--- config.mk ---
export PLATFORM = sky130hd
export DESIGN_NAME = debug_claim_lock_regs
export DESIGN_NICKNAME = d
export VERILOG_FILES = /design/src/claim_lock_pkg.sv /design/src/claim_tag_if.sv /design/src/claim_tag_store.sv /design/src/debug_claim_lock_regs.sv
export SDC_FILE = /design/constraint.sdc
export NUM_CORES = 1
export LEC_CHECK = 0
export BUFFER_PORTS_ARGS = -buffer_cell sky130_fd_sc_hd__clkbuf_2
export CORE_MARGIN = 8
export CORE_UTILIZATION = 29
export CTS_CLUSTER_DIAMETER = 40
export DETAILED_ROUTE_END_ITERATION = 8
export PLACE_DENSITY_LB_ADDON = 0.1
export SYNTH_ARGS = -nofsm -noshare
export SYNTH_HDL_FRONTEND = slang
export SYNTH_SLANG_ARGS = --single-unit
export TNS_END_PERCENT = 100
--- constraint.sdc ---
create_clock -name aclk -period 1.5 [get_ports aclk]
set_input_delay 0.075 -clock aclk [delete_from_list [all_inputs] [get_ports aclk]]
set_output_delay 0.075 -clock aclk [all_outputs]
set_load 0.05 [all_outputs]
--- src/claim_lock_pkg.sv ---
// What this block does
// integration control register always reads zero
// bit 0 is integration mode enable
// claim-set read shows implemented tag bits
// claim-set write of one sets tag bit
// claim-clear read returns current tag value
// claim-clear write of one clears tag bit
// claim tag affects nothing, storage only
// exact 32-bit key write clears lock
// any other lock write sets lock
// lock gates writes from on-chip masters only
// debugger accesses ignore lock entirely
// locked: deny writes except lock register
// lock status bit 1 shows lock
// reserved bits read zero, writes ignored
// software unlocks before writing locked registers
package claim_lock_pkg;

  // ==========================================================
  // register map (byte addresses)
  // ==========================================================
  localparam int unsigned ADDR_W = 12;
  localparam logic [ADDR_W-1:0] INTEGRATION_MODE_CONTROL_OFF = 12'hF00;
  localparam logic [ADDR_W-1:0] CLAIM_TAG_SET_OFF            = 12'hFA0;
  localparam logic [ADDR_W-1:0] CLAIM_TAG_CLEAR_OFF          = 12'hFA4;
  localparam logic [ADDR_W-1:0] LOCK_KEY_ACCESS_OFF          = 12'hFB0;
  localparam logic [ADDR_W-1:0] LOCK_STATE_REPORT_OFF        = 12'hFB4;

  // ==========================================================
  // fields and values
  // ==========================================================
  localparam int unsigned CLAIM_BITS      = 4;
  localparam int unsigned IME_POS         = 0;
  localparam int unsigned LOCK_IMPL_POS   = 0;
  localparam int unsigned LOCK_STATE_POS  = 1;
  localparam int unsigned LOCK_SIZE_POS   = 2;
  localparam logic [31:0] UNLOCK_KEY      = 32'hC5ACCE55;
  localparam logic [31:0] READ_ZERO       = 32'h0000_0000;
  localparam logic [3:0]  FULL_STROBE     = 4'hF;
  localparam logic        LOCK_RESET      = 1'h1;
  localparam logic [CLAIM_BITS-1:0] CLAIM_RESET = 4'h0;

  localparam logic [1:0] RESP_OKAY   = 2'h0;
  localparam logic [1:0] RESP_SLVERR = 2'h2;

  typedef enum logic [2:0] {
    REG_NONE    = 3'h0,
    REG_INTEGRATION_MODE_CONTROL  = 3'h1,
    REG_CSET    = 3'h2,
    REG_CCLR    = 3'h3,
    REG_KEY     = 3'h4,
    REG_LSTATE  = 3'h5
  } reg_sel_type;

  typedef enum logic [1:0] {
    WR_COLLECT = 2'h1,
    WR_RESPOND = 2'h2
  } wr_state_type;

endpackage

--- src/claim_tag_if.sv ---
`timescale 1ns/1ns
interface claim_tag_if #(
  parameter int unsigned BITS = 4
);
  logic [BITS-1:0] set_mask;
  logic [BITS-1:0] clear_mask;
  logic [BITS-1:0] tag;

  modport owner (input set_mask, input clear_mask, output tag);
  modport user  (output set_mask, output clear_mask, input tag);
endinterface

--- src/claim_tag_store.sv ---
`timescale 1ns/1ns
module claim_tag_store #(
  parameter int unsigned BITS = 4
) (
  input  wire logic     aclk,
  input  wire logic     aresetn,
  claim_tag_if.owner    tags
);

  // the reset value is a package constant of the full tag width
  if (BITS < 1 || BITS > claim_lock_pkg::CLAIM_BITS) begin : g_bad_bits
    $error("claim tag width out of range");
  end

  // ==========================================================
  // one flop per tag bit, set and clear never overlap
  // ==========================================================
  genvar i;
  generate
    for (i = 0; i < BITS; i++) begin : g_bit
      logic held;
      always_ff @(posedge aclk) begin
        if (!aresetn) begin
          held <= claim_lock_pkg::CLAIM_RESET[i];
        end else if (tags.set_mask[i]) begin
          held <= 1'b1;
        end else if (tags.clear_mask[i]) begin
          held <= 1'b0;
        end
      end
      assign tags.tag[i] = held;
    end
  endgenerate

endmodule

--- src/debug_claim_lock_regs.sv ---
`timescale 1ns/1ns
module debug_claim_lock_regs #(
  parameter int unsigned CLAIM_BITS = claim_lock_pkg::CLAIM_BITS
) (
  input  wire logic        aclk,
  input  wire logic        aresetn,
  input  wire logic [11:0] s_axi_awaddr,
  input  wire logic [2:0]  s_axi_awprot,
  input  wire logic        s_axi_awvalid,
  output logic             s_axi_awready,
  input  wire logic        aw_from_debugger,
  input  wire logic [31:0] s_axi_wdata,
  input  wire logic [3:0]  s_axi_wstrb,
  input  wire logic        s_axi_wvalid,
  output logic             s_axi_wready,
  output logic [1:0]       s_axi_bresp,
  output logic             s_axi_bvalid,
  input  wire logic        s_axi_bready,
  input  wire logic [11:0] s_axi_araddr,
  input  wire logic [2:0]  s_axi_arprot,
  input  wire logic        s_axi_arvalid,
  output logic             s_axi_arready,
  input  wire logic        ar_from_debugger,
  output logic [31:0]      s_axi_rdata,
  output logic [1:0]       s_axi_rresp,
  output logic             s_axi_rvalid,
  input  wire logic        s_axi_rready,
  output logic             software_lock_state
);

  // ==========================================================
  // elaboration checks
  // ==========================================================
  // the tag occupies one fixed field of the claim registers
  if (CLAIM_BITS != claim_lock_pkg::CLAIM_BITS) begin : g_bad_claim_bits
    $error("claim tag width is fixed by the register layout");
  end
  // claim writes are qualified by the strobe of byte lane 0 only
  if (CLAIM_BITS > 8) begin : g_bad_claim_lane
    $error("claim tag must fit in byte lane 0");
  end

  // ==========================================================
  // address decode, shared by the read and write paths
  // ==========================================================
  function automatic claim_lock_pkg::reg_sel_type decode(
    input logic [claim_lock_pkg::ADDR_W-1:0] addr
  );
    claim_lock_pkg::reg_sel_type sel;
    sel = claim_lock_pkg::REG_NONE;
    case (addr)
      claim_lock_pkg::INTEGRATION_MODE_CONTROL_OFF: begin
        sel = claim_lock_pkg::REG_INTEGRATION_MODE_CONTROL;
      end
      claim_lock_pkg::CLAIM_TAG_SET_OFF: begin
        sel = claim_lock_pkg::REG_CSET;
      end
      claim_lock_pkg::CLAIM_TAG_CLEAR_OFF: begin
        sel = claim_lock_pkg::REG_CCLR;
      end
      claim_lock_pkg::LOCK_KEY_ACCESS_OFF: begin
        sel = claim_lock_pkg::REG_KEY;
      end
      claim_lock_pkg::LOCK_STATE_REPORT_OFF: begin
        sel = claim_lock_pkg::REG_LSTATE;
      end
      default: begin
        sel = claim_lock_pkg::REG_NONE;
      end
    endcase
    return sel;
  endfunction

  // ==========================================================
  // claim tag storage
  // ==========================================================
  claim_tag_if #(.BITS(CLAIM_BITS)) tags ();

  claim_tag_store #(
    .BITS    (CLAIM_BITS)
  ) u_claim_tag_store (
    .aclk    (aclk),
    .aresetn (aresetn),
    .tags    (tags)
  );

  // ==========================================================
  // write channel capture
  // ==========================================================
  // address and data are taken independently, in either order,
  // and held until the response has been accepted
  claim_lock_pkg::wr_state_type wr_state;
  logic        aw_held;
  logic [11:0] aw_addr;
  logic        aw_debug;
  logic        w_held;
  logic [31:0] w_data;
  logic [3:0]  w_strb;
  logic        wr_done;

  assign s_axi_awready = !aw_held && (wr_state == claim_lock_pkg::WR_COLLECT);
  assign s_axi_wready  = !w_held && (wr_state == claim_lock_pkg::WR_COLLECT);
  assign wr_done       = (wr_state == claim_lock_pkg::WR_RESPOND) && s_axi_bready;

  always_ff @(posedge aclk) begin
    if (!aresetn) begin
      aw_held <= 1'b0;
    end else if (s_axi_awvalid && s_axi_awready) begin
      aw_held <= 1'b1;
    end else if (wr_done) begin
      aw_held <= 1'b0;
    end
  end

  always_ff @(posedge aclk) begin
    if (!aresetn) begin
      aw_addr  <= '0;
      aw_debug <= 1'b0;
    end else if (s_axi_awvalid && s_axi_awready) begin
      aw_addr  <= s_axi_awaddr;
      aw_debug <= aw_from_debugger;
    end
  end

  always_ff @(posedge aclk) begin
    if (!aresetn) begin
      w_held <= 1'b0;
    end else if (s_axi_wvalid && s_axi_wready) begin
      w_held <= 1'b1;
    end else if (wr_done) begin
      w_held <= 1'b0;
    end
  end

  always_ff @(posedge aclk) begin
    if (!aresetn) begin
      w_data <= claim_lock_pkg::READ_ZERO;
      w_strb <= '0;
    end else if (s_axi_wvalid && s_axi_wready) begin
      w_data <= s_axi_wdata;
      w_strb <= s_axi_wstrb;
    end
  end

  // ==========================================================
  // write decode and lock gating
  // ==========================================================
  claim_lock_pkg::reg_sel_type wr_sel;
  logic wr_fire;
  logic wr_allowed;
  logic wr_lane0;
  logic wr_full;
  logic key_write;

  assign wr_sel   = decode(aw_addr);
  assign wr_fire  = aw_held && w_held && (wr_state == claim_lock_pkg::WR_COLLECT);
  assign wr_lane0 = w_strb[0];
  assign wr_full  = (w_strb == claim_lock_pkg::FULL_STROBE);
  // only on-chip writes reach the lock; debugger writes to the
  // key register are answered but change nothing
  assign key_write = wr_fire && !aw_debug && (wr_sel == claim_lock_pkg::REG_KEY);

  // the debugger path bypasses the lock; on-chip writes other
  // than to the key register are dropped while locked
  always_comb begin
    if (aw_debug) begin
      wr_allowed = 1'b1;
    end else if (wr_sel == claim_lock_pkg::REG_KEY) begin
      wr_allowed = 1'b1;
    end else begin
      wr_allowed = !software_lock_state;
    end
  end

  // ==========================================================
  // write response state
  // ==========================================================
  claim_lock_pkg::wr_state_type next_wr_state;
  logic [1:0]                   next_bresp;

  always_comb begin
    if (wr_sel == claim_lock_pkg::REG_NONE) begin
      next_bresp = claim_lock_pkg::RESP_SLVERR;
    end else begin
      next_bresp = claim_lock_pkg::RESP_OKAY;
    end
  end

  // the answer stays in the respond state until bready, so a
  // master that stalls its bready never loses the response
  always_comb begin
    next_wr_state = wr_state;
    case (wr_state)
      claim_lock_pkg::WR_COLLECT: begin
        if (wr_fire) begin
          next_wr_state = claim_lock_pkg::WR_RESPOND;
        end
      end
      claim_lock_pkg::WR_RESPOND: begin
        if (s_axi_bready) begin
          next_wr_state = claim_lock_pkg::WR_COLLECT;
        end
      end
      default: begin
        next_wr_state = claim_lock_pkg::WR_COLLECT;
      end
    endcase
  end

  always_ff @(posedge aclk) begin
    if (!aresetn) begin
      wr_state <= claim_lock_pkg::WR_COLLECT;
    end else begin
      wr_state <= next_wr_state;
    end
  end

  always_ff @(posedge aclk) begin
    if (!aresetn) begin
      s_axi_bresp <= claim_lock_pkg::RESP_OKAY;
    end else if (wr_fire) begin
      s_axi_bresp <= next_bresp;
    end
  end

  assign s_axi_bvalid = (wr_state == claim_lock_pkg::WR_RESPOND);

  // ==========================================================
  // register side effects of a write
  // ==========================================================
  // claim bits sit in byte lane 0; other lanes hold only
  // reserved bits, so their strobes change nothing
  always_comb begin
    tags.set_mask   = '0;
    tags.clear_mask = '0;
    if (wr_fire && wr_allowed && wr_lane0) begin
      if (wr_sel == claim_lock_pkg::REG_CSET) begin
        tags.set_mask = w_data[CLAIM_BITS-1:0];
      end
      if (wr_sel == claim_lock_pkg::REG_CCLR) begin
        tags.clear_mask = w_data[CLAIM_BITS-1:0];
      end
    end
  end

  // a debugger write to the key register has no effect on the lock;
  // a partial-width write can never carry the whole key
  always_ff @(posedge aclk) begin
    if (!aresetn) begin
      software_lock_state <= claim_lock_pkg::LOCK_RESET;
    end else if (key_write) begin
      if (wr_full && w_data == claim_lock_pkg::UNLOCK_KEY) begin
        software_lock_state <= 1'b0;
      end else begin
        software_lock_state <= 1'b1;
      end
    end
  end

  // integration mode enable is accepted but not stored: nothing
  // here has integration behaviour, so the register reads zero
  logic unused_ime;
  assign unused_ime = w_data[claim_lock_pkg::IME_POS];

  // ==========================================================
  // read path
  // ==========================================================
  // the debugger sees no lock at all, so the report reads zero there
  function automatic logic [31:0] lock_report_word(
    input logic locked,
    input logic from_debugger
  );
    logic [31:0] word;
    word = claim_lock_pkg::READ_ZERO;
    if (!from_debugger) begin
      word[claim_lock_pkg::LOCK_IMPL_POS]  = 1'b1;
      word[claim_lock_pkg::LOCK_STATE_POS] = locked;
      word[claim_lock_pkg::LOCK_SIZE_POS]  = 1'b0;
    end
    return word;
  endfunction

  claim_lock_pkg::reg_sel_type rd_sel;
  logic [31:0] next_rdata;
  logic [1:0]  next_rresp;

  assign rd_sel = decode(s_axi_araddr);

  always_comb begin
    next_rdata = claim_lock_pkg::READ_ZERO;
    next_rresp = claim_lock_pkg::RESP_OKAY;
    case (rd_sel)
      claim_lock_pkg::REG_INTEGRATION_MODE_CONTROL: begin
        next_rdata = claim_lock_pkg::READ_ZERO;
      end
      claim_lock_pkg::REG_CSET: begin
        next_rdata[CLAIM_BITS-1:0] = '1;
      end
      claim_lock_pkg::REG_CCLR: begin
        next_rdata[CLAIM_BITS-1:0] = tags.tag;
      end
      claim_lock_pkg::REG_KEY: begin
        next_rdata = claim_lock_pkg::READ_ZERO;
      end
      claim_lock_pkg::REG_LSTATE: begin
        next_rdata = lock_report_word(software_lock_state, ar_from_debugger);
      end
      default: begin
        next_rresp = claim_lock_pkg::RESP_SLVERR;
      end
    endcase
  end

  assign s_axi_arready = !s_axi_rvalid;

  always_ff @(posedge aclk) begin
    if (!aresetn) begin
      s_axi_rvalid <= 1'b0;
    end else if (s_axi_arvalid && s_axi_arready) begin
      s_axi_rvalid <= 1'b1;
    end else if (s_axi_rready) begin
      s_axi_rvalid <= 1'b0;
    end
  end

  // read data are captured with the address, so a later write
  // cannot change a word that is already waiting for rready
  always_ff @(posedge aclk) begin
    if (!aresetn) begin
      s_axi_rdata <= claim_lock_pkg::READ_ZERO;
      s_axi_rresp <= claim_lock_pkg::RESP_OKAY;
    end else if (s_axi_arvalid && s_axi_arready) begin
      s_axi_rdata <= next_rdata;
      s_axi_rresp <= next_rresp;
    end
  end

  // ==========================================================
  // protection bits are carried but unused
  // ==========================================================
  // the tag value feeds only the read path, never any control
  logic unused_prot;
  assign unused_prot = ^{s_axi_awprot, s_axi_arprot};

endmodule
; After elaboration in Yosys (flattened, before gate mapping)
; Cells that the tools add are included.
[op_classes]
n_mux = 29
n_reduce_logical = 28
eq_ne = 24
[ops]
columns = operator, count
row1 = "12-bit == test, second input constant", 10
row2 = "32-bit == test, second input constant", 1
row3 = 3-bit case mux with 5 select lines, 2
row4 = 1-bit two-way mux, 16
row5 = 4-bit two-way mux, 4
row6 = 2-bit nonzero test, 7
row7 = 1-bit logical AND, 13
row8 = "3-bit by 2-bit == test with 1-bit output, second input constant", 4
row9 = 4-bit case mux with 3 select lines, 1
row10 = 2-bit two-way mux, 5
row11 = "3-bit == test, second input constant", 3
row12 = 1-bit zero test, 5
row13 = 5-bit OR reduction, 1
row14 = "4-bit == test, second input constant", 1
row15 = 2-bit case mux with 2 select lines, 1
row16 = "3-bit by 1-bit == test with 1-bit output, second input constant", 1
row17 = 3-bit zero test, 1
row18 = "2-bit by 1-bit == test with 1-bit output, second input constant", 1
row19 = "2-bit == test, second input constant", 1
row20 = "2-bit by 1-bit != test with 1-bit output, second input constant", 1
row21 = "2-bit != test, second input constant", 1
row22 = 2-bit AND reduction, 1
[totals]
regBits = 67
input_bits = 75
output_inout_bits = 42
word_cells = 97

; Longest topological paths before layout
; Gate-level depths: netlist of run 1.
[logic_depth]
depth_word = 10
depth_mapped = 6
ltp_nobuf = 4

; Hierarchy
; From an unflattened synthesis of run 1, not the netlist that was laid out.
[hier_totals]
hier_cells = 368
hier_area_um2 = 3067.9
[modules_own_cells]
columns = mod, seq_area_each_um2, n_inst, area_each_um2, cells_each
row1 = debug_claim_lock_regs, 1221.2, 1, 2872.8, 352
row2 = claim_tag_store, 80.1, 1, 195.2, 16

; Worst setup path after synthesis of run 1
; No wires, ideal clock.
[synth_timing]
path_kind = reg2reg
from = register wr_state[0]
to = register w_data[27]
t_required_ns = 1.384
path_slack_ns = -1.012
arrival_ns = 2.395
path_buffers = 1
setup_time_ns = 0.116
stages_incl_launch_ff = 6
period_less_slack_ns = 2.512
cell_sequence = dfxtp_1 -> nor3b_1 -> nand2_1 -> clkbuf_1 -> nand2_1 -> a21boi_1
[synth_via]
elab_chain_cells = 3
[synth_rtl]
columns = item, line
row1 = from (decl), debug_claim_lock_regs.sv:92  ; claim_lock_pkg::wr_state_type wr_state;
row2 = from (signal assigned), debug_claim_lock_regs.sv:212  ; wr_state <= claim_lock_pkg::WR_COLLECT;
row3 = from (signal assigned), debug_claim_lock_regs.sv:214  ; wr_state <= next_wr_state;
row4 = 2-bit by 1-bit == test with 1-bit output, debug_claim_lock_regs.sv:102  ; assign s_axi_wready = !w_held && (wr_state == claim_lock_pkg::WR_COLLECT);
row5 = 1-bit logical AND, debug_claim_lock_regs.sv:102
row6 = named net s_axi_wready, debug_claim_lock_regs.sv:15  ; output logic s_axi_wready,
row7 = 1-bit logical AND, debug_claim_lock_regs.sv:139  ; end else if (s_axi_wvalid && s_axi_wready) begin
row8 = to (signal assigned), debug_claim_lock_regs.sv:137  ; w_data <= claim_lock_pkg::READ_ZERO;
row9 = to (signal assigned), debug_claim_lock_regs.sv:140  ; w_data <= s_axi_wdata;
row10 = to (decl), debug_claim_lock_regs.sv:97  ; logic [31:0] w_data;
; The timed path passes the listed nets, and every way through them passes these cells.
; A chain may end at the register's enable or synchronous reset.

; Worst setup path after layout of run 1
[layout_timing]
from = register aw_addr[0]
to = register software_lock_state
[layout_via]
elab_chain_cells = 4
elab_cells_between_ends = 8
classes_between = eq/ne (6) / mux (1) / reduce/logical (1)
[layout_rtl]
columns = item, line
row1 = from (decl), debug_claim_lock_regs.sv:94  ; logic [11:0] aw_addr;
row2 = from (signal assigned), debug_claim_lock_regs.sv:120  ; aw_addr <= s_axi_awaddr;
row3 = 12-bit == test, debug_claim_lock_regs.sv:51  ; case (addr)
row4 = 3-bit case mux with 5 select lines *, debug_claim_lock_regs.sv:51
row5 = 3-bit == test *, debug_claim_lock_regs.sv:161  ; assign key_write = wr_fire && !aw_debug && (wr_sel == claim_lock_pkg::REG_KEY);
row6 = 1-bit logical AND *, debug_claim_lock_regs.sv:161
row7 = to (signal assigned), debug_claim_lock_regs.sv:250  ; software_lock_state <= claim_lock_pkg::LOCK_RESET;
row8 = to (decl), debug_claim_lock_regs.sv:28  ; output logic software_lock_state
; Mark *: on every way between the ends. The rest lies on a longest branch, timed or not.

==> results of run 1 <==
==> power by group <==
part	switching (mW)	internal, mW	total (mW)
Sequential	0.0647	1.83	1.89
Clock	0.639	0.904	1.54
Combinational	0.479	0.315	0.794
Total	1.18	3.05	4.23
==> state kept, by name, summed over array words and instances (netlist names) <==
name                          count
u_claim_tag_store.g_bit.held      4
s_axi_rresp                       1
w_strb                            4
wr_state                          2
w_data                           32
s_axi_rdata                       4
software_lock_state               1
w_held                            1
s_axi_bresp                       1
aw_debug                          1
aw_addr                          12
s_axi_rvalid                      1
aw_held                           1
==> path summary, 6_finish.rpt <==
kind,to,slack [ps],cells after the start,startpoint
hold reg to reg,s_axi_rdata[0],450,2,s_axi_rdata[0]
setup / recovery,software_lock_state,-160,4,aw_addr[0]
setup reg to reg,software_lock_state,-160,4,aw_addr[0]
hold / removal,wr_state[1],90,3,s_axi_bready
==> critical path: cells and delay by family, from the launching register on <==
kind	cells	cell delay, ps
and+or+nand+nor	3	1090
muxes	1	140
DFF	1	310
==> cells in the final DEF (no fill, tap or decap), types with 6 or more instances in the layout <==
cell type      count
a21boi_1          48
buf_4              6
clkbuf_2          80
clkbuf_8          12
conb_1            30
dfxtp_1           62
dlygate4sd3_1     51
nand2_1          112
nand3_1            7
nor2b_1            8
nor4bb_1           6
==> cells by family after synthesis <==
group / after synthesis / synth area share [%]
other: 1 / 0.127
flip-flops: 65 / 43.9
multiplexers: 5 / 1.69
buffers and inverters: 48 / 10.2
AO/OA/AOI/OAI: 66 / 16.5
AND/OR/NAND/NOR: 165 / 27.6
==> timing repair <==
| item | CTS | global route |
|---|---|---|
| pin swaps | 0 | 0 |
| endpoints found under the hold margin | 50 | 0 |
| hold buffers | 51 | 0 |
| endpoints found under the setup margin | 5 | 5 |
==> stage by stage <==
| stage | hold slack [ps] | utilization (%) | instance area, µm² |
|---|---|---|---|
| after global placement | 299 | 34.0 | 3450 |
| final | 91.2 | 41.1 | 4170 |
| after floorplan | 210 | - | 3130 |
| after CTS | 72.6 | 41.1 | 4170 |
| after global routing | 71.5 | 41.1 | 4170 |
| after detailed placement | 306 | 34.0 | 3450 |
==> metal layers <==
| metal | vias up | routed length [µm] |
|---|---|---|
| li1 | 1379 | - |
| met1 | 1196 | 3740 |
| met2 | 74 | 3360 |
| met3 | 4 | 584 |
| met4 | 0 | 48 |
| met5 | - | 0 |
==> final cells by class <==
class | instances | area, µm²
flip-flops and latches | 65 | 1310
clock inverters | 2 | 35.0
well taps | 136 | 170
inverters | 2 | 7.51
clock buffers | 14 | 173
repair buffers | 138 | 976
fillers | 1096 | 5970
multi-input cells | 266 | 1500
==> results.yml, run 1 <==
sta:
  worst_pin_slew_ps: 581
  finalSetupTns_ps: -739
  hold_viol: 0
  rsz0062_at_grt: "yes"
  maxSlewViolCount: 0
  max_slew_margin_pct: 61.2
  fin_crit_sh_pct: 111
  setup-violations-final: 5
  skew_ps: 7.09
  setup_slack_ps: -160
  min_period_ps: 1660
  fmax_mhz: 602
global_routing:
  grt_max_degree: 66
  met2_usage_pct: 17.7
  grt_pass1_wl_mm: 12.3
  met3_usage_pct: 3.49
  grt_pass1_vias: 2651
  antenna_found_initial: 0
  gr-usage-met1_pct: 14.9
  gr-total-overflow: 0
  grt-busiest-layer: "met2"
  grtUsageTotal_pct: 11.5
setup_path:
  cp-end-kind: "register"
  cpPeakStageDelay_ps: 550
  start_kind: "register"
  cp_max_fo: 5
  crit_path_cell_trace: "or4b_4 > nor4b_4 > nand3_1 > mux2i_1"
  criticalPathCategory: "register to register"
  cp_data_required_time_ps: 1710
  crit_arrival_ps: 1870
  critPathSlowestCell: "or4b_4"
pwr:
  leakage_nw: 1.84
  power_density_mw_per_mm2: 1020
  finalPower_mw: 4.23
  max-vdd-ir-drop_mv: 0.389
detailed_routing:
  dr_total_vias: 2653
  drtPass1Iterations: 4
  routed_wl_mm: 7.73
  viasPerCell: 4.26
  antenna_left: 0
  drc_errors: 0
  post_drt_wl_per_cell_um: 12.4
  first_iter_violations: 77
final_layout:
  area_delta_synth_final_pct: 40.6
  finalNonFillerCells: 623
  drive_gt1_share_pct: 23.2
  diodes: 0
  layout.nets: 557
yosys:
  synthDistinctLibCells: 38
  ys.flop_type: "dfxtp_1"
  ys_seq_area_share_pct: 43.9
  yosysWarnings: 0
  synth_area_mm2: 0.00296
  synth_async_sr_flop_share_pct: 0
  yosysTopAreaCell: "dfxtp_1"
  synth_area_leaders: "dfxtp_1 44%, nand2_1 14%, a21boi_1 12%"
  synth_most_common_cell: "nand2_1"
  synthTopCellsByCount: "114 x nand2_1, 65 x dfxtp_1, 48 x a21boi_1, 31 x buf_4, 10 x clkbuf_1"
  syn_inst: 350
  synth_top_area_share_pct: 43.9
  synth_seq_cells: 65
  synth_area_per_cell_um2: 8.47
  synth_edf_count: 0
cts:
  cts_setup_buffers: 0
  clock_latency_ps: 330
  cts_buffers: 9
  clock_path_buffers: 2
  cts_resized: 0
  htree_levels: 3
  cts_tree: "yes"
  cts_root_buf: "clkbuf_8"
  clock-sinks: 65
  path_clk_slew_ps: 70
status:
  status: "finished with violations"
  violations: "setup timing"
floorplan:
  core_mm2: 0.0101
  die_area_mm2: 0.0137
  start_util_pct: 29.2
  io_pins: 117
  fp.dieW_um: 117
  die_h_um: 117
  num_rows: 37
place:
  dp.cells: 556
  port_buffers: 80
  hpwl_mm: 5.44
  gp_congestion: 0.740
  pre_cts_ws_ps: -159
hold_path:
  worstHoldPathType: "input port to register"
job:
  maxCapViolations: 0
Note: power is estimated with default switching activity, not from simulation.
==> run 2: changes to the inputs <==
Clock period 1.5 ns to 1.57 ns, I/O delays scaled along.
==> run 2 against run 1 <==
- the run still ends with setup timing left
- clock-buffer cell count decreased by 2
- clock skew increased by 5.7 ps
- via count decreased by 1.0%
- maximum frequency decreased by 0.23%
- sequential cell count unchanged
- clock power increased by 5%
- highest routed layer unchanged
- critical endpoint unchanged
- non-clock buffer count unchanged
- combinational power decreased by 4.0%
==> results.yml, run 2 (synthesis results as in run 1) <==
place:
  dp.cells: 555
  gp_congestion: 0.729
  port_buffers: 80
  hpwl_mm: 5.45
cts:
  htree_levels: 3
  clock_latency_ps: 340
  cts_buffers: 9
  clock-sinks: 65
  path_clk_slew_ps: 80
  cts_root_buf: "clkbuf_8"
  clock_path_buffers: 2
  cts_tree: "yes"
sta:
  hold_viol: 0
  fmax_mhz: 601
  skew_ps: 12.8
  maxSlewViolCount: 0
  setup-violations-final: 5
  fin_crit_sh_pct: 106
  min_period_ps: 1660
  rsz0062_at_grt: "yes"
  max_slew_margin_pct: 61.9
  setup_slack_ps: -94.3
  worst_pin_slew_ps: 572
pwr:
  internal-power_mw: 2.99
  max-vdd-ir-drop_mv: 0.428
  power_density_mw_per_mm2: 986
  seqPwrFrac_pct: 43.4
  p_comb_share_pct: 18.2
  leakage_nw: 1.84
  switching_power_mw: 1.19
  pwr-share-clk_pct: 38.5
  p_sw_share_pct: 28.5
setup_path:
  cp_max_fo: 5
  crit_arrival_ps: 1880
  cp-end-kind: "register"
  reg2reg_slack_ps: -90
  cp_data_required_time_ps: 1780
  start_kind: "register"
  criticalPathCategory: "register to register"
  reg2reg_from: "aw_addr[1]"
  r2r_cells: 5
  r2r-end: "software_lock_state"
final_layout:
  final_common_cell: "nand2_1"
  top_regs: "w_data x32, aw_addr x12"
  final_util_pct: 41.9
  multi_input_area_mm2: 0.00155
  layout.nets: 557
  seq_area_mm2: 0.00131
  finalNonFillerCells: 623
  mostFrequentLayoutCells: "113 x nand2_1, 80 x clkbuf_2, 62 x dfxtp_1, 51 x dlygate4sd3_1, 48 x a21boi_1"
  fillers: 1048
  largest_register: "w_data"
  drive_gt1_share_pct: 24.0
  largest_register_ff_count: 32
  diodes: 0
  area_delta_synth_final_pct: 43.2
detailed_routing:
  dr_total_vias: 2626
  post_drt_wl_per_cell_um: 12.7
  drtPass1Iterations: 4
  first_iter_violations: 128
  viasPerCell: 4.22
  routed_wl_mm: 7.92
  drc_errors: 0
  antenna_left: 0
job:
  maxCapViolations: 0
hold_path:
  worstHoldStart: "s_axi_bready"
  min_path_cells: 3
  worstHoldPathType: "input port to register"
  holdPathEnd: "wr_state[1]"
global_routing:
  grt_max_degree: 66
  grt_pass1_vias: 2731
  grtUsageTotal_pct: 11.8
  gr-total-overflow: 0
  grt_pass1_wl_mm: 12.6
  antenna_found_initial: 0
floorplan:
  start_util_pct: 29.2
  die_h_um: 117
  die_area_mm2: 0.0137
  io_pins: 117
  num_rows: 37
  core_mm2: 0.0101
  fp.dieW_um: 117
status:
  violations: "setup timing"
  status: "finished with violations"
## run 2: changes by cell type in the layout (fill, tap and decap cells not counted), moves of 2 or more
cell,before,now
buf_4,6,4
nand3_2,0,2
nand3_1,7,2
nand3_4,0,3
clkbuf_8,12,10
## run 2: what timing repair did
action / 4_1_cts / 5_1_grt
hold buffers: 51 / 0
setup buffers: 0 / 1
endpoints found under the hold margin: 50 / 0
gates resized for setup: 0 / 11
endpoints found under the setup margin: 5 / 5
pin swaps: 5 / 2
cloned: 0 / 0
## run 2: power by group through the flow
stage	Combinational (mW)	Clock (mW)	Sequential (mW)
2_1_floorplan	0.532	0	1.85
6_report	0.762	1.61	1.81
3_3_place_gp	0.660	0	1.85
3_5_place_dp	0.663	0	1.85
5_1_grt	0.837	1.75	1.83
4_1_cts	0.764	1.67	1.81
## run 2: critical path: stages (launching register included)
cell and delay [ps]:
dfxtp_2 320, or4b_4 550, nor4b_4 290, buf_6 180, nand3_4 80, mux2i_1 130
## run 2: worst max-delay path by stage
stage / startpoint / to / depth (start not counted)
2_1_floorplan: w_held / w_data[27] / 6
3_3_place_gp: aw_addr[0] / software_lock_state / 4
3_5_place_dp: aw_addr[0] / software_lock_state / 4
4_1_cts: aw_addr[0] / software_lock_state / 4
5_1_grt: aw_addr[1] / software_lock_state / 5
6_report: aw_addr[1] / software_lock_state / 5
## run 2: layer usage
layer | vias to the layer above | wire [µm] | global-route usage [%]
li1 | 1374 | - | -
met1 | 1183 | 3670 | 14.5
met2 | 62 | 3770 | 19.7
met3 | 7 | 418 | 3.28
met4 | 0 | 64 | 3.58
met5 | - | 0 | 0
## run 2: area by class of cell
| class | instances | share of cell area (%) |
|---|---|---|
| clock buffer | 12 | 3.42 |
| clock inverter | 4 | 1.80 |
| inverter | 2 | 0.177 |
| multi-input combinational | 266 | 36.5 |
| sequential | 65 | 30.7 |
| tap | 136 | 4.01 |
| timing repair buffer | 138 | 23.4 |
## run 2: per-stage QoR
stage | power [mW] | hold slack [ps] | worst slack [ps] | area (µm²) | setup TNS (ps)
floorplan | 2.38 | 213 | 5.38 | 3130 | 0
global placement | 2.51 | 303 | -70.3 | 3450 | -320
detailed placement | 2.51 | 312 | -86.5 | 3450 | -365
CTS | 4.24 | 62.8 | -46.6 | 4180 | -172
global route | 4.41 | 100 | -167 | 4240 | -767
finish | 4.19 | 87.6 | -94.3 | 4240 | -424
